[src/hw/dci_pkg.sv]
// Constants, register map and carrier types for the dual-CPU interrupt block
package dci_pkg;

  // Source population
  localparam int NUM_EXT = 16;
  localparam int NUM_IPI = 4;
  localparam int NUM_TMR = 4;
  localparam int NUM_CPU = 2;
  localparam int NUM_SRC = 25;
  localparam int IPI_BASE = 16;
  localparam int TMR_BASE = 20;
  localparam int ERR_SRC = 24;
  localparam int NUM_ERR = 4;
  localparam int ID_W = 5;
  localparam int PRI_W = 4;
  localparam int NUM_PRI = 16;
  localparam int ADDR_W = 12;
  localparam int CNT_W = 31;

  // Timer prescaler divides the bus clock by eight
  localparam int PRESC_DIV = 8;
  localparam logic [2:0] PRESC_LAST = 3'(PRESC_DIV - 1);

  // Register byte offsets
  localparam logic [11:0] GCFG_ADDR = 12'h000;
  localparam logic [11:0] SPUR_ADDR = 12'h004;
  localparam logic [11:0] DISP_BASE = 12'h040;
  localparam logic [11:0] CPU_BASE = 12'h080;
  localparam logic [11:0] CPU_STRIDE = 12'h010;
  localparam logic [11:0] SRC_BASE = 12'h100;
  localparam logic [11:0] SRC_STRIDE = 12'h008;
  localparam logic [11:0] TMR_REG_BASE = 12'h200;
  localparam logic [11:0] TMR_STRIDE = 12'h010;
  localparam logic [11:0] WORD_STRIDE = 12'h004;
  localparam logic [11:0] NO_OFF = 12'h000;
  localparam logic [11:0] ACK_OFF = 12'h004;
  localparam logic [11:0] EOS_OFF = 12'h008;
  localparam logic [11:0] DEST_OFF = 12'h004;
  localparam logic [11:0] BASECNT_OFF = 12'h004;

  // Field positions and write masks
  localparam int PASS_BIT = 0;
  localparam int INHIBIT_BIT = 31;
  localparam logic [31:0] CFG_WMASK = 32'h80CF_00FF;

  // Reset values
  localparam logic [31:0] SRC_CFG_RST = 32'h8000_0000;
  localparam logic [31:0] BASE_RST = 32'h8000_0000;
  localparam logic [7:0] SPUR_RST = 8'hFF;
  localparam logic [3:0] TASK_RST = 4'hF;
  localparam logic [1:0] DEST_RST = 2'h1;
  localparam logic [1:0] RESP_OKAY = 2'h0;

  // Vector-priority register of one source
  typedef struct packed {
    logic mask;
    logic activity;
    logic [5:0] rsvdHi;
    logic polarity;
    logic sense;
    logic [1:0] rsvdMid;
    logic [3:0] prio;
    logic [7:0] rsvdLo;
    logic [7:0] vector;
  } dci_src_cfg_t;

  // Selected request of one processor
  typedef struct packed {
    logic valid;
    logic [4:0] id;
    logic [3:0] pri;
  } dci_sel_t;

endpackage

[src/hw/dci_controller.sv]
// Dual-CPU interrupt controller with AXI4-Lite register access
// Function
// - Sixteen external, four cross-CPU, four timers, one error
// - Inputs 1-15: low level or rising edge
// - Input 0: level or edge, either polarity
// - Cross-CPU and timer sources are event triggered
// - Registers read back; dispatch, end, reserved read zero
// - Activity flag reads live source status
// - Acknowledge read returns vector, marks in service
// - Priorities 0-15; zero never delivered
// - Task priority blocks equal or lower sources
// - In service until end write; only higher priority preempts
// - Return spurious vector when nothing valid
// - Dispatch write raises channel toward chosen CPUs
// - Repeated dispatch before acknowledge gives one interrupt
// - Reset enters pass-through: input 0 drives CPU0
// - Without pass-through input 0 uses normal routing
// - No part in legacy controller vector fetch
// - Internal errors merge into one distributed source
// - Merged error also driven on output pin
// - Divide-by-eight prescaler steps all four timers
// - Direct mode: every target above task, in-service
// - Distributed mode: exactly one eligible CPU; here the target is chosen by task alone, none if in-service blocks that CPU
// - Both eligible: lower task wins, tie CPU0
// - Selector resolves in two cycles, frozen on acknowledge
// - Masked condition stays pending until unmasked
//
// Implementation choices: the AXI4-Lite interface to the registers and the register addresses.
`timescale 1ns/100ps
module dci_controller (
  // Clock and reset
  input wire logic sys_clk,
  input wire logic rst_n,
  // AXI4-Lite write address and data
  input wire logic [dci_pkg::ADDR_W-1:0] awaddr,
  input wire logic awvalid,
  output logic awready,
  input wire logic [31:0] wdata,
  input wire logic [3:0] wstrb,
  input wire logic wvalid,
  output logic wready,
  // AXI4-Lite write response
  output logic [1:0] bresp,
  output logic bvalid,
  input wire logic bready,
  // AXI4-Lite read
  input wire logic [dci_pkg::ADDR_W-1:0] araddr,
  input wire logic arvalid,
  output logic arready,
  output logic [31:0] rdata,
  output logic [1:0] rresp,
  output logic rvalid,
  input wire logic rready,
  // Interrupt sources
  input wire logic [dci_pkg::NUM_EXT-1:0] extIrq,
  input wire logic [dci_pkg::NUM_ERR-1:0] errFlags,
  // Processor interrupt lines and merged error
  output logic [dci_pkg::NUM_CPU-1:0] cpuInt,
  output logic errOut
);
  import dci_pkg::*;

  dci_src_cfg_t cfg [NUM_SRC];
  dci_src_cfg_t cfgRd;
  logic [NUM_CPU-1:0] dest [NUM_SRC];
  logic passThru;
  logic [7:0] spurVec;
  logic [PRI_W-1:0] taskPri [NUM_CPU];
  logic [31:0] baseCnt [NUM_TMR];
  logic [CNT_W-1:0] curCnt [NUM_TMR];
  logic [2:0] presc;
  logic tick;
  logic errAny;
  logic [NUM_SRC-1:0] rawIn, rawPrev, lvlAct, edgeHit, edgeLatch, distPend;
  logic [NUM_SRC-1:0] srcAct;
  logic [NUM_SRC-1:0] dpend [NUM_CPU];
  logic [NUM_SRC-1:0] dirSet [NUM_CPU];
  logic [NUM_SRC-1:0] req [NUM_CPU];
  logic [NUM_SRC-1:0] ackClr [NUM_CPU];
  logic [NUM_SRC-1:0][PRI_W-1:0] allPri;
  dci_sel_t irr [NUM_CPU];
  logic [NUM_PRI-1:0] isrPri [NUM_CPU];
  logic [NUM_SRC-1:0] isrSrc [NUM_CPU];
  logic [ID_W-1:0] srcAtPri [NUM_CPU][NUM_PRI];
  logic [PRI_W-1:0] isrTop [NUM_CPU];
  logic [NUM_CPU-1:0] ackRd, eosWr, taskWr, ackOk, intNorm;
  logic [NUM_IPI-1:0] dispWr;
  logic [NUM_SRC-1:0] cfgWr, destWr;
  logic [NUM_TMR-1:0] baseWr, tmrFire;
  logic wrEn, rdEn;
  logic [ADDR_W-1:0] wA, rA;
  logic [31:0] rdNext;

  function automatic logic [ADDR_W-1:0] regAddr(
    input logic [ADDR_W-1:0] base, input logic [ADDR_W-1:0] stride,
    input int idx, input logic [ADDR_W-1:0] off);
    return ADDR_W'(base + stride * ADDR_W'(idx) + off);
  endfunction

  function automatic logic isDist(input int s);
    return (s < IPI_BASE) || (s == ERR_SRC);
  endfunction

  function automatic logic [PRI_W-1:0] topPri(input logic [NUM_PRI-1:0] b);
    topPri = '0;
    for (int p = 1; p < NUM_PRI; p++) begin
      if (b[p]) begin
        topPri = PRI_W'(p);
      end
    end
  endfunction

  function automatic logic [31:0] mergeStrb(input logic [31:0] old,
    input logic [31:0] wd, input logic [3:0] strb);
    for (int b = 0; b < 4; b++) begin
      if (strb[b]) begin
        old[8*b +: 8] = wd[8*b +: 8];
      end
    end
    return old;
  endfunction

  // Bus handshakes: write address and data are taken together
  assign wrEn = awvalid && wvalid && !bvalid;
  assign awready = wrEn;
  assign wready = wrEn;
  assign rdEn = arvalid && !rvalid;
  assign arready = !rvalid;
  assign bresp = RESP_OKAY;
  assign rresp = RESP_OKAY;
  assign wA = {awaddr[ADDR_W-1:2], 2'h0};
  assign rA = {araddr[ADDR_W-1:2], 2'h0};

  generate
    for (genvar c = 0; c < NUM_CPU; c++) begin : g_cpuDec
      assign taskWr[c] = wrEn && wA == regAddr(CPU_BASE, CPU_STRIDE, c, NO_OFF);
      assign eosWr[c] = wrEn && wA == regAddr(CPU_BASE, CPU_STRIDE, c, EOS_OFF);
      assign ackRd[c] = rdEn && rA == regAddr(CPU_BASE, CPU_STRIDE, c, ACK_OFF);
      dci_selector u_sel (
        .sys_clk(sys_clk),
        .rst_n(rst_n),
        .req(req[c]),
        .pri(allPri),
        .freeze(ackRd[c]),
        .sel(irr[c])
      );
    end
    for (genvar s = 0; s < NUM_SRC; s++) begin : g_srcDec
      assign cfgWr[s] = wrEn && wA == regAddr(SRC_BASE, SRC_STRIDE, s, NO_OFF);
      assign destWr[s] =
        wrEn && wA == regAddr(SRC_BASE, SRC_STRIDE, s, DEST_OFF);
    end
    for (genvar n = 0; n < NUM_IPI; n++) begin : g_ipiDec
      assign dispWr[n] =
        wrEn && wA == regAddr(DISP_BASE, WORD_STRIDE, n, NO_OFF);
    end
    for (genvar t = 0; t < NUM_TMR; t++) begin : g_tmrDec
      assign baseWr[t] =
        wrEn && wA == regAddr(TMR_REG_BASE, TMR_STRIDE, t, BASECNT_OFF);
    end
  endgenerate

  // Software-written configuration
  always_ff @(posedge sys_clk) begin
    if (!rst_n) begin
      passThru <= 1'h1;
      spurVec <= SPUR_RST;
      for (int c = 0; c < NUM_CPU; c++) begin
        taskPri[c] <= TASK_RST;
      end
      for (int s = 0; s < NUM_SRC; s++) begin
        cfg[s] <= dci_src_cfg_t'(SRC_CFG_RST);
        dest[s] <= DEST_RST;
      end
    end else begin
      if (wrEn && wA == GCFG_ADDR && wstrb[0]) begin
        passThru <= wdata[PASS_BIT];
      end
      if (wrEn && wA == SPUR_ADDR && wstrb[0]) begin
        spurVec <= wdata[7:0];
      end
      for (int c = 0; c < NUM_CPU; c++) begin
        if (taskWr[c] && wstrb[0]) begin
          taskPri[c] <= wdata[PRI_W-1:0];
        end
      end
      for (int s = 0; s < NUM_SRC; s++) begin
        // Activity and reserved bits are never stored
        if (cfgWr[s]) begin
          cfg[s] <= dci_src_cfg_t'(mergeStrb(cfg[s], wdata, wstrb) & CFG_WMASK);
        end
        if (destWr[s] && wstrb[0]) begin
          dest[s] <= wdata[NUM_CPU-1:0];
        end
      end
    end
  end

  // Source qualification
  assign errAny = |errFlags;
  assign rawIn = {errAny, {(NUM_IPI + NUM_TMR){1'h0}}, extIrq};

  always_comb begin
    for (int s = 0; s < NUM_SRC; s++) begin
      if (s == 0 || s == ERR_SRC) begin
        lvlAct[s] = rawIn[s] == cfg[s].polarity;
        edgeHit[s] = cfg[s].polarity ? rawIn[s] && !rawPrev[s]
                                     : !rawIn[s] && rawPrev[s];
      end else begin
        // Polarity is fixed here whatever software stored
        lvlAct[s] = !rawIn[s];
        edgeHit[s] = rawIn[s] && !rawPrev[s];
      end
      distPend[s] = cfg[s].sense ? lvlAct[s] : edgeLatch[s];
      srcAct[s] = isDist(s) ? distPend[s] : dpend[0][s] || dpend[1][s];
    end
  end

  // Edge latches; a new edge in the acknowledge cycle is kept
  always_ff @(posedge sys_clk) begin
    if (!rst_n) begin
      rawPrev <= '0;
      edgeLatch <= '0;
    end else begin
      rawPrev <= rawIn;
      for (int s = 0; s < NUM_SRC; s++) begin
        edgeLatch[s] <= isDist(s) && ((edgeLatch[s] && !ackClr[0][s]
          && !ackClr[1][s]) || (edgeHit[s] && !cfg[s].sense));
      end
    end
  end

  // Direct-mode events from dispatch writes and timer expiry
  always_comb begin
    for (int c = 0; c < NUM_CPU; c++) begin
      dirSet[c] = '0;
      for (int n = 0; n < NUM_IPI; n++) begin
        dirSet[c][IPI_BASE + n] = dispWr[n] && wdata[c];
      end
      for (int t = 0; t < NUM_TMR; t++) begin
        dirSet[c][TMR_BASE + t] = tmrFire[t] && dest[TMR_BASE + t][c];
      end
    end
  end

  // One bit per processor; repeats fold into the bit already set
  always_ff @(posedge sys_clk) begin
    if (!rst_n) begin
      for (int c = 0; c < NUM_CPU; c++) begin
        dpend[c] <= '0;
      end
    end else begin
      for (int c = 0; c < NUM_CPU; c++) begin
        dpend[c] <= (dpend[c] & ~ackClr[c]) | dirSet[c];
      end
    end
  end

  // Request qualification per processor
  always_comb begin
    for (int s = 0; s < NUM_SRC; s++) begin
      allPri[s] = cfg[s].prio;
    end
    for (int c = 0; c < NUM_CPU; c++) begin
      for (int s = 0; s < NUM_SRC; s++) begin
        if (isDist(s)) begin
          req[c][s] = distPend[s] && dest[s][c] && !isrSrc[NUM_CPU-1-c][s]
            && !(s == 0 && passThru);
        end else begin
          req[c][s] = dpend[c][s];
        end
        req[c][s] = req[c][s] && !cfg[s].mask && cfg[s].prio != '0;
      end
    end
  end

  // Router: delivery conditions and acknowledge outcome
  always_comb begin
    for (int c = 0; c < NUM_CPU; c++) begin
      isrTop[c] = topPri(isrPri[c]);
      intNorm[c] = irr[c].valid && irr[c].pri > taskPri[c]
        && irr[c].pri > isrTop[c];
      if (isDist(int'(irr[c].id)) && (&dest[irr[c].id])) begin
        intNorm[c] = intNorm[c] && (c == 0 ? taskPri[0] <= taskPri[1]
                                           : taskPri[1] < taskPri[0]);
      end
      // A source gone or masked since selection yields the spurious vector
      ackOk[c] = intNorm[c] && req[c][irr[c].id];
      for (int s = 0; s < NUM_SRC; s++) begin
        ackClr[c][s] = ackRd[c] && ackOk[c] && irr[c].id == ID_W'(s);
      end
    end
  end

  // Legacy controller answers its own vector fetch; only its line is passed
  always_ff @(posedge sys_clk) begin
    if (!rst_n) begin
      cpuInt <= '0;
      errOut <= 1'h0;
    end else begin
      cpuInt[0] <= passThru ? lvlAct[0] : intNorm[0];
      cpuInt[1] <= intNorm[1];
      errOut <= errAny;
    end
  end

  // In-service state; set after clear so an acknowledge beside an end wins
  always_ff @(posedge sys_clk) begin
    if (!rst_n) begin
      for (int c = 0; c < NUM_CPU; c++) begin
        isrPri[c] <= '0;
        isrSrc[c] <= '0;
        for (int p = 0; p < NUM_PRI; p++) begin
          srcAtPri[c][p] <= '0;
        end
      end
    end else begin
      for (int c = 0; c < NUM_CPU; c++) begin
        if (eosWr[c] && isrTop[c] != '0) begin
          isrPri[c][isrTop[c]] <= 1'h0;
          isrSrc[c][srcAtPri[c][isrTop[c]]] <= 1'h0;
        end
        if (ackRd[c] && ackOk[c]) begin
          isrPri[c][irr[c].pri] <= 1'h1;
          isrSrc[c][irr[c].id] <= 1'h1;
          srcAtPri[c][irr[c].pri] <= irr[c].id;
        end
      end
    end
  end

  // Timers
  assign tick = presc == PRESC_LAST;

  always_ff @(posedge sys_clk) begin
    if (!rst_n) begin
      presc <= '0;
    end else begin
      presc <= tick ? '0 : 3'(presc + 3'h1);
    end
  end

  always_comb begin
    for (int t = 0; t < NUM_TMR; t++) begin
      tmrFire[t] = tick && !baseCnt[t][INHIBIT_BIT] && curCnt[t] == '0;
    end
  end

  // Writing the base count also restarts the count from it
  always_ff @(posedge sys_clk) begin
    if (!rst_n) begin
      for (int t = 0; t < NUM_TMR; t++) begin
        baseCnt[t] <= BASE_RST;
        curCnt[t] <= '0;
      end
    end else begin
      for (int t = 0; t < NUM_TMR; t++) begin
        if (baseWr[t]) begin
          baseCnt[t] <= mergeStrb(baseCnt[t], wdata, wstrb);
          curCnt[t] <= wdata[CNT_W-1:0];
        end else if (tick && !baseCnt[t][INHIBIT_BIT]) begin
          curCnt[t] <= tmrFire[t] ? baseCnt[t][CNT_W-1:0]
                                  : CNT_W'(curCnt[t] - 1'h1);
        end
      end
    end
  end

  // Read data; dispatch, end and unmapped words read zero
  always_comb begin
    rdNext = '0;
    cfgRd = '0;
    if (rA == GCFG_ADDR) begin
      rdNext[PASS_BIT] = passThru;
    end else if (rA == SPUR_ADDR) begin
      rdNext[7:0] = spurVec;
    end
    for (int c = 0; c < NUM_CPU; c++) begin
      if (rA == regAddr(CPU_BASE, CPU_STRIDE, c, NO_OFF)) begin
        rdNext[PRI_W-1:0] = taskPri[c];
      end else if (rA == regAddr(CPU_BASE, CPU_STRIDE, c, ACK_OFF)) begin
        rdNext[7:0] = ackOk[c] ? cfg[irr[c].id].vector : spurVec;
      end
    end
    for (int s = 0; s < NUM_SRC; s++) begin
      if (rA == regAddr(SRC_BASE, SRC_STRIDE, s, NO_OFF)) begin
        cfgRd = cfg[s];
        cfgRd.activity = srcAct[s];
        rdNext = cfgRd;
      end else if (rA == regAddr(SRC_BASE, SRC_STRIDE, s, DEST_OFF)) begin
        rdNext[NUM_CPU-1:0] = dest[s];
      end
    end
    for (int t = 0; t < NUM_TMR; t++) begin
      if (rA == regAddr(TMR_REG_BASE, TMR_STRIDE, t, NO_OFF)) begin
        rdNext[CNT_W-1:0] = curCnt[t];
      end else if (rA == regAddr(TMR_REG_BASE, TMR_STRIDE, t, BASECNT_OFF)) begin
        rdNext = baseCnt[t];
      end
    end
  end

  always_ff @(posedge sys_clk) begin
    if (!rst_n) begin
      rvalid <= 1'h0;
      rdata <= '0;
    end else if (rdEn) begin
      rvalid <= 1'h1;
      rdata <= rdNext;
    end else if (rready) begin
      rvalid <= 1'h0;
    end
  end

  always_ff @(posedge sys_clk) begin
    if (!rst_n) begin
      bvalid <= 1'h0;
    end else if (wrEn) begin
      bvalid <= 1'h1;
    end else if (bready) begin
      bvalid <= 1'h0;
    end
  end

  property p_passThru;
    @(posedge sys_clk) disable iff (!rst_n)
      passThru |=> cpuInt[0] == $past(lvlAct[0]);
  endproperty
  a_passThru: assert property (p_passThru) else $error("pass-through line wrong");

  property p_taskBlock;
    @(posedge sys_clk) disable iff (!rst_n)
      intNorm[1] |-> irr[1].pri > taskPri[1] && irr[1].pri != 4'h0;
  endproperty
  a_taskBlock: assert property (p_taskBlock) else $error("blocked priority");

  property p_eos;
    @(posedge sys_clk) disable iff (!rst_n)
      eosWr[0] && !ackRd[0] && isrTop[0] != 4'h0 |=>
        isrTop[0] < $past(isrTop[0]);
  endproperty
  a_eos: assert property (p_eos) else $error("end write did not retire");

  property p_spur;
    @(posedge sys_clk) disable iff (!rst_n)
      ackRd[0] && !ackOk[0] |=> rvalid && rdata[7:0] == $past(spurVec);
  endproperty
  a_spur: assert property (p_spur) else $error("spurious vector missing");

  property p_ackSet;
    @(posedge sys_clk) disable iff (!rst_n)
      ackRd[1] && ackOk[1] |=> rvalid && isrPri[1][$past(irr[1].pri)];
  endproperty
  a_ackSet: assert property (p_ackSet) else $error("not put in service");

  property p_freeze;
    @(posedge sys_clk) disable iff (!rst_n)
      ackRd[0] |=> irr[0] == $past(irr[0]);
  endproperty
  a_freeze: assert property (p_freeze) else $error("selection moved");

  property p_ipiOnce;
    @(posedge sys_clk) disable iff (!rst_n)
      dispWr[0] && wdata[1] |=> dpend[1][IPI_BASE];
  endproperty
  a_ipiOnce: assert property (p_ipiOnce) else $error("dispatch lost");

  property p_tick;
    @(posedge sys_clk) disable iff (!rst_n)
      tick |=> !tick [*7] ##1 tick;
  endproperty
  a_tick: assert property (p_tick) else $error("prescaler not by eight");

  property p_reload;
    @(posedge sys_clk) disable iff (!rst_n)
      tmrFire[0] && !baseWr[0] |=> curCnt[0] == $past(baseCnt[0][CNT_W-1:0]);
  endproperty
  a_reload: assert property (p_reload) else $error("timer reload wrong");

  property p_errOut;
    @(posedge sys_clk) disable iff (!rst_n)
      errAny |=> errOut;
  endproperty
  a_errOut: assert property (p_errOut) else $error("error pin low");

  property p_distOne;
    @(posedge sys_clk) disable iff (!rst_n)
      intNorm[0] && intNorm[1] && irr[0].id == irr[1].id
        |-> !isDist(int'(irr[0].id));
  endproperty
  a_distOne: assert property (p_distOne) else $error("delivered twice");

endmodule

[src/hw/dci_selector.sv]
// Per-processor selector of the highest qualified pending request
`timescale 1ns/100ps
module dci_selector (
  // Clock and reset
  input wire logic sys_clk,
  input wire logic rst_n,
  // Qualified requests and their priorities
  input wire logic [dci_pkg::NUM_SRC-1:0] req,
  input wire logic [dci_pkg::NUM_SRC-1:0][dci_pkg::PRI_W-1:0] pri,
  // Hold the result while a vector is read
  input wire logic freeze,
  // Highest qualified request
  output dci_pkg::dci_sel_t sel
);
  import dci_pkg::*;

  dci_sel_t best;
  dci_sel_t stage;

  // Ties go to the lower source number
  always_comb begin
    best = '0;
    for (int s = 0; s < NUM_SRC; s++) begin
      if (req[s] && (!best.valid || pri[s] > best.pri)) begin
        best.valid = 1'h1;
        best.id = ID_W'(s);
        best.pri = pri[s];
      end
    end
  end

  always_ff @(posedge sys_clk) begin
    if (!rst_n) begin
      stage <= '0;
    end else begin
      stage <= best;
    end
  end

  // Frozen so the vector cannot change under an acknowledge read
  always_ff @(posedge sys_clk) begin
    if (!rst_n) begin
      sel <= '0;
    end else if (!freeze) begin
      sel <= stage;
    end
  end

endmodule

[config.mk]
export PLATFORM = sky130hd
export DESIGN_NAME = dci_controller
export DESIGN_NICKNAME = d
export VERILOG_FILES = /design/src/hw/dci_pkg.sv /design/src/hw/dci_controller.sv /design/src/hw/dci_selector.sv
export SDC_FILE = /design/constraint.sdc
export NUM_CORES = 2
export LEC_CHECK = 0
export BUFFER_PORTS_ARGS = -buffer_cell sky130_fd_sc_hd__buf_4
export CAP_MARGIN = 20
export CORE_ASPECT_RATIO = 1.4
export CORE_MARGIN = 2
export CORE_UTILIZATION = 40
export DETAILED_ROUTE_END_ITERATION = 12
export SLEW_MARGIN = 10
export SYNTH_ARGS = -nofsm -noshare
export SYNTH_HDL_FRONTEND = slang
export SYNTH_SLANG_ARGS = --single-unit
[constraint.sdc]
create_clock -name sys_clk -period 50.5 [get_ports sys_clk]
set_clock_uncertainty 0.15 [all_clocks]
set_input_delay 2.525 -clock sys_clk [delete_from_list [all_inputs] [get_ports sys_clk]]
set_output_delay 2.525 -clock sys_clk [all_outputs]
set_load 0.02 [all_outputs]
* Word-level counts from Yosys, hierarchy flattened
Memories as Yosys holds them, arrays and structs flattened. A register that Yosys moved wholly into a read port is not among the register bits. Index checks and enable logic that the tools add are counted.
Cells by class: add/sub/neg operators 5, multiply operators 0, div/mod/pow operators 0, order comparisons 78, eq/ne operators 179, shift operators 0, muxes and demuxes 1115, bitwise gates (word level) 401, reduce and logical (&&, ||, !) cells 801
Operators with widths (number):
- 2-to-1 mux 8 bit | 278
- == test 10 x 7 -> 1 bit, second input constant | 100
- 2-to-1 mux 30 bit | 25
- 2-to-1 mux 1 bit | 561
- 2-to-1 mux 10 bit | 50
- 2-to-1 mux 31 bit | 16
- logical AND 1 bit | 484
- OR 1 bit | 390
- 2-to-1 mux 15 bit | 25
- 2-to-1 mux 32 bit | 10
- > comparator 4 bit | 52
- zero test 1 bit | 199
- 2-to-1 mux 80 bit | 2
- 2-to-1 mux 2 bit | 75
- 2-to-1 mux 25 bit | 6
- 2-to-1 mux 4 bit | 34
- zero test 31 bit | 4
- subtractor 31 x 1 -> 31 bit, second input constant | 4
- == test 10 x 8 -> 1 bit, second input constant | 12
- nonzero test 4 bit | 27
- == test 5 x 4 -> 1 bit, second input constant | 18
- == test 5 bit, second input constant | 18
- == test 10 x 6 -> 1 bit, second input constant | 8
- logical OR 1 bit | 75
- 36 further kinds | 106
Storage, ports and cells: register bits after elaboration 123, latch bits 0, RAM bits 977, bits in read-only memories 0, input bits 87, output and inout port bits 44, memories 9
Memory list:
- cfg | words 25, width 15, rd ports 27, clocked after Yosys merged registers in 2, wr ports 25, RTL line dci_controller.sv:63 | dci_src_cfg_t cfg [NUM_SRC];
- srcAtPri | words 2, width 80, rd ports 2, clocked after Yosys merged registers in 0, wr ports 2, RTL line dci_controller.sv:84 | logic [ID_W-1:0] srcAtPri [NUM_CPU][NUM_PRI];
- baseCnt | words 4, width 32, rd ports 4, clocked after Yosys merged registers in 0, wr ports 4, RTL line dci_controller.sv:69 | logic [31:0] baseCnt [NUM_TMR];
- curCnt | words 4, width 31, rd ports 4, clocked after Yosys merged registers in 0, wr ports 4, RTL line dci_controller.sv:70 | logic [CNT_W-1:0] curCnt [NUM_TMR];
- dest | words 25, width 2, rd ports 27, clocked after Yosys merged registers in 2, wr ports 25, RTL line dci_controller.sv:65 | logic [NUM_CPU-1:0] dest [NUM_SRC];
- dpend | words 2, width 25, rd ports 2, clocked after Yosys merged registers in 0, wr ports 2, RTL line dci_controller.sv:76 | logic [NUM_SRC-1:0] dpend [NUM_CPU];
- +3 memories

* Depth between registers and ports, before layout
An unclocked memory read counts as a cell.
depth after elaboration 105, mapped depth 223, gate-level depth less buffers 213

* Cells and area by module
From an unflattened synthesis, not the netlist that was laid out.
Second synthesis, totals: cells, all modules 6912, area total of the unflattened synthesis 66819.1 um^2
By module, submodules not included:
- dci_controller | times used 1, cells each 5308, area an instance 55406.9 um^2, sequential area each 28937.8 um^2
- dci_selector (g_cpuDec[0].u_sel) | times used 1, cells each 807, area an instance 5736.8 um^2, sequential area each 400.4 um^2
- dci_selector (g_cpuDec[1].u_sel) | times used 1, cells each 797, area an instance 5675.4 um^2, sequential area each 400.4 um^2

* Worst setup path after synthesis
No wires, ideal clock.
path kind in2reg, start point input port extIrq[0] (netlist bit), end point register g_cpuDec[0].u_sel.stage[6] (netlist bit), setup time 74 ps, data arrival time 38008 ps, required time 50276 ps, setup slack 12268 ps, stages on the path 203, buffers on the path 8, cells stage by stage xnor2_1 -> o2111a_2 -> and2_1 -> nand2_1 -> ha_1 -> nor2b_1 -> o211a_1 -> o21ai_0 -> a21oi_1 -> a22oi_1 -> ha_1 -> nor2b_1 -> o211ai_1 -> a21oi_1 -> o21ai_1 -> nor2_1 -> a21o_1 -> ha_1 -> [... 167 more ...] -> o21ai_0 -> nand2b_1 -> a21oi_1 -> a41o_1 -> a21o_1 -> buf_1 -> mux2_2 -> ha_1 -> nor2b_1 -> o21ai_0 -> nand2b_1 -> a21oi_1 -> a41o_1 -> nand2_1 -> nand2_1 -> clkbuf_1 -> nand2_1 -> a31oi_1
Between the ends: cells in the longest elaborated chain, start to end 104
Ends and longest elaborated chain:
- from (decl) | RTL line dci_controller.sv:55 | input wire logic [dci_pkg::NUM_EXT-1:0] extIrq,
- == test 1 bit * | RTL line dci_controller.sv:206 | lvlAct[s] = rawIn[s] == cfg[s].polarity;
- 2-to-1 mux 1 bit * | RTL line dci_controller.sv:214 | distPend[s] = cfg[s].sense ? lvlAct[s] : edgeLatch[s];
- logical AND 1 bit * (2 in a row) | RTL line dci_controller.sv:267 | req[c][s] = distPend[s] && dest[s][c] && !isrSrc[NUM_CPU-1-c][s]
- logical AND 1 bit * | RTL line dci_controller.sv:268 | && !(s == 0 && passThru);
- logical AND 1 bit * (2 in a row) | RTL line dci_controller.sv:272 | req[c][s] = req[c][s] && !cfg[s].mask && cfg[s].prio != '0;
- 2-to-1 mux 10 bit * | RTL line dci_selector.sv:24 | if (req[s] && (!best.valid || pri[s] > best.pri)) begin
- > comparator 4 bit / zero test 1 bit (equally long branches) | RTL line dci_selector.sv:24
- logical OR 1 bit | RTL line dci_selector.sv:24
- [... 86 more ...]
- > comparator 4 bit / zero test 1 bit (equally long branches) | RTL line dci_selector.sv:24
- logical OR 1 bit | RTL line dci_selector.sv:24
- logical AND 1 bit | RTL line dci_selector.sv:24
- 2-to-1 mux 10 bit * | RTL line dci_selector.sv:24
- > comparator 4 bit / zero test 1 bit (equally long branches) | RTL line dci_selector.sv:24
- logical OR 1 bit | RTL line dci_selector.sv:24
- logical AND 1 bit | RTL line dci_selector.sv:24
- OR reduction 2 bit (no line)
- to (signal assigned) | RTL line dci_selector.sv:36 | stage <= best;
- to (decl) | RTL line dci_selector.sv:18 | dci_sel_t stage;
Every way passes the cells marked *; elsewhere a longest branch is shown, timed or not. A chain may end at the register's enable or synchronous reset.

* Final worst setup path
start point input port extIrq[0] (netlist bit), end point register g_cpuDec[1].u_sel.stage[3] (netlist bit)
Between the ends: cells in the longest elaborated chain, start to end 104
Ends and longest elaborated chain (RTL line):
- == test 1 bit * | dci_controller.sv:206
- 2-to-1 mux 1 bit * | dci_controller.sv:214
- logical AND 1 bit * (2 in a row) | dci_controller.sv:267
- logical AND 1 bit * | dci_controller.sv:268
- logical AND 1 bit * (2 in a row) | dci_controller.sv:272
- 2-to-1 mux 10 bit * | dci_selector.sv:24
- > comparator 4 bit / zero test 1 bit (equally long branches) | dci_selector.sv:24
- logical OR 1 bit | dci_selector.sv:24
- [... 86 more ...]
- > comparator 4 bit / zero test 1 bit (equally long branches) | dci_selector.sv:24
- logical OR 1 bit | dci_selector.sv:24
- logical AND 1 bit | dci_selector.sv:24
- 2-to-1 mux 10 bit * | dci_selector.sv:24
- > comparator 4 bit / zero test 1 bit (equally long branches) | dci_selector.sv:24
- logical OR 1 bit | dci_selector.sv:24
- logical AND 1 bit | dci_selector.sv:24
- 2-to-1 mux 10 bit * | dci_selector.sv:24
- to (signal assigned) | dci_selector.sv:36
- to (decl) | dci_selector.sv:18
Marks and branches as above.

==> impl_metrics.tcl <==
set metrics [dict create \
    ios 131 \
    numPortBuffers 122 \
    synthMuxAreaShare_pct 5.87 \
    dp.cells 8968 \
    async_flop_share_pct 0 \
    synth_edf_count 877 \
    yosysUniqueCellTypes 122 \
    status "finished, final reports clean" \
    cp-start-kind "input port" \
    drtAntennaViolNets 0 \
    synth_simple_gate_area_share_pct 19.6 \
    netlist_area_um2 65900 \
    cts_root_buf "clkbuf_16" \
    tightestPinTransition_ns 1.25 \
    timing.fmax_mhz 22.1 \
    setup_tns_ns 0 \
    layout-drive-gt1-share_pct 11.9 \
    nFillCells 15700 \
    final_hold_viol_count 0 \
    cts_tree "done" \
    wl_um 287000 \
    antenna_found_initial 22 \
    clock_sinks 1057 \
    ctsResizeCount 0 \
    grt_usage_pct 33.2 \
    worst_ep_required_time_ns 50.96 \
    dieArea_um2 168000 \
    seqPwrFrac_pct 47.5 \
    yosysSeqAreaShare_pct 45.4 \
    worstSetupPathType "in -> reg" \
    leakagePower_nw 27.0 \
    grt_pass1_wl_um 409000 \
    drv_cap 0 \
    hpwl_um 216000 \
    min_period_ns 45.31 \
    cts_buffers 106 \
    max_stage_delay_ns 0.89 \
    clk_pin_slew_ns 0.06 \
    wl_per_cell_um 31.3 \
    ys.flop_type "edfxtp_1" \
    grt_max_degree 76 \
    arrival_ns 45.78 \
    ctsHoldBuffers 0 \
    relSlewSlack_pct 16.4 \
    grt.overflow.total 0 \
    switching_power_w 0.000571 \
    crit_top_cell "a21oi_1" \
    die_w_um 347 \
    critical_path.endpoint_type "register" \
    ctsHtreeMaxLevel 3 \
    finish.utilization_pct 44.9 \
    fin_nets 7222 \
    dieHeight_um 484 \
    setup_viol 0 \
    cp_slowest_cell "nor4b_2" \
    grt_pass1_vias 58200 \
    syn_avg_cell_area_um2 9.56 \
    start_util_pct 40.2 \
    synth_warnings 0 \
    synth-xor-area-share_pct 1.25 \
    drv_slew 0 \
    gp_congestion 1.05 \
    p_int_w 0.00156 \
    rows 176 \
    powerDensity_nw_per_um2 28.9 \
    finalCritPeriodShare_pct 89.7 \
    swShare_pct 26.8 \
    core_region_area_um2 164000 \
    clk_latency_ns 0.78 \
    rsz0062_at_grt "false" \
    synthCells 6896 \
    worstPathMaxFanout 15 \
    synth_area_leaders "edfxtp_1, dfxtp_1, nor2_1" \
    dr.first_iter.drc_count 7826 \
    synth_top_family_by_area "compound AO/OA/AOI/OAI gates" \
    synth_top_area_share_pct 40.0 \
    peakVddDrop_mv 0.0297 \
    yosys_register_bits 1057 \
    synth_top_area_cell "edfxtp_1" \
    pwr-share-clk_pct 41.2 \
    max-clock-path-buffers 3 \
    final_common_cell "edfxtp_1" \
    hold_class "reg -> reg" \
    area_growth_syn_to_layout_pct 11.8 \
    remaining_drc_errors 0 \
    layout_common_cells "edfxtp_1, nor2_1, nand2_1" \
    totalPowerFinal_w 0.00213 \
    synth_compound_area_share_pct 20.6 \
    via_per_inst 6.66 \
    drt-pass1-iter-count 9 \
    instances_no_fill 9188 \
    power_frac_comb_pct 11.3 \
    vias 61200 \
    cts_setup_buffers 0 \
    yosys.area_share.adder_pct 3.58 \
]
## area by class of cell
cell class / instances / area (µm²) / area share (%)
tap: 2136 / 2670 / 3.63
multi-input combinational: 5211 / 33700 / 45.8
clock inverter: 59 / 817 / 1.11
sequential: 1057 / 30000 / 40.6
inverter: 231 / 870 / 1.18
antenna: 9 / 22.5 / 0.0306
clock buffer: 143 / 3000 / 4.07
timing repair buffer: 342 / 2620 / 3.56
## through the flow
stage	setup slack, ns	area, µm²	hold slack (ns)
final	5.19	73700	0.281
after detailed placement	5.33	69700	0.262
after CTS	5.85	73600	0.277
after floorplan	12.27	65900	0.248
after global placement	5.99	69700	0.260
after global routing	1.90	73700	0.288
## cells by family (layout without fill, tap and decap cells)
logic type               after synthesis  in the layout
AND/OR/NAND/NOR                     2715           2715
AO/OA/AOI/OAI                       1977           1977
flip-flops                          1057           1057
buffers and inverters                631            775
multiplexers                         232            232
adder cells (fa/ha/maj)              189            189
XOR/XNOR                              94             94
other                                  1             13
## flip-flops by register name (all words and copies together), names as in the netlist, 30 cells and up, named ones only
name      flops
dest         50
cfg         375
baseCnt     128
rdata        32
isrSrc       34
curCnt      124
isrPri       30
srcAtPri    160
## cells in the mapped netlist (27+ instances only)
cell type    n
nor4_1      78
a222oi_1    48
xor2_1      33
a22oi_1     64
nand2_1    750
o21ai_0    540
a21oi_1    328
inv_1      227
mux2i_1     57
or3_1       48
buf_1       27
nand3_1    222
nor2b_1     91
or2_2       32
a22o_1      27
dfxtp_1    180
o21bai_1    83
nor3_1     144
o22ai_1     62
o211ai_1    86
clkbuf_1   350
a31oi_1     86
edfxtp_1   877
o21a_1      43
ha_1       186
nand2b_1    85
nand4_1     51
a221oi_1    83
a21o_1      52
nor2_1     785
and3_1     190
o31ai_1     30
xnor2_1     61
a211oi_1    83
mux4_2     117
mux2_2      53
and2_1     123
## final timing paths
path	start	endpoint	slack, ns	depth (start not counted)
setup / recovery	extIrq[0]	g_cpuDec[1].u_sel.stage[3]$_SDFF_PN0_	5.19	200
hold / removal	presc[0]$_SDFF_PP0_	presc[0]$_SDFF_PP0_	0.28	1
setup reg to reg	cfg[0][8]$_SDFFCE_PN0P_	g_cpuDec[1].u_sel.stage[3]$_SDFF_PN0_	6.45	199
hold reg to reg	presc[0]$_SDFF_PP0_	presc[0]$_SDFF_PP0_	0.28	1
## layer usage
metal  track usage, %  part of all wire [%]  vias up
met4             25.0                   8.8       26
met1             38.8                    35    29900
met3             6.32                   9.4     1027
met5                0                 0.058        -
met2             54.1                    46     3855
li1                 -                     -    26400
## critical path, delay by kind of cell
| family | cells | cell delay, ns |
|---|---|---|
| xor+xnor | 1 | 0.26 |
| mux | 6 | 1.93 |
| compound gates | 114 | 24.02 |
| buf+inv | 10 | 1.29 |
| fa+ha+maj | 24 | 6.96 |
| simple gates | 45 | 8.74 |
## power by group through the flow
stage | combinational (W) | sequential, W | clock, W
after floorplan | 0.000149 | 0.00101 | 0
after global placement | 0.000228 | 0.00103 | 0
after CTS | 0.000233 | 0.00101 | 0.000880
after detailed placement | 0.000232 | 0.00103 | 0
final | 0.000241 | 0.00101 | 0.000877
after global routing | 0.000257 | 0.00101 | 0.000910
Note: power is estimated with default switching activity, not from simulation.
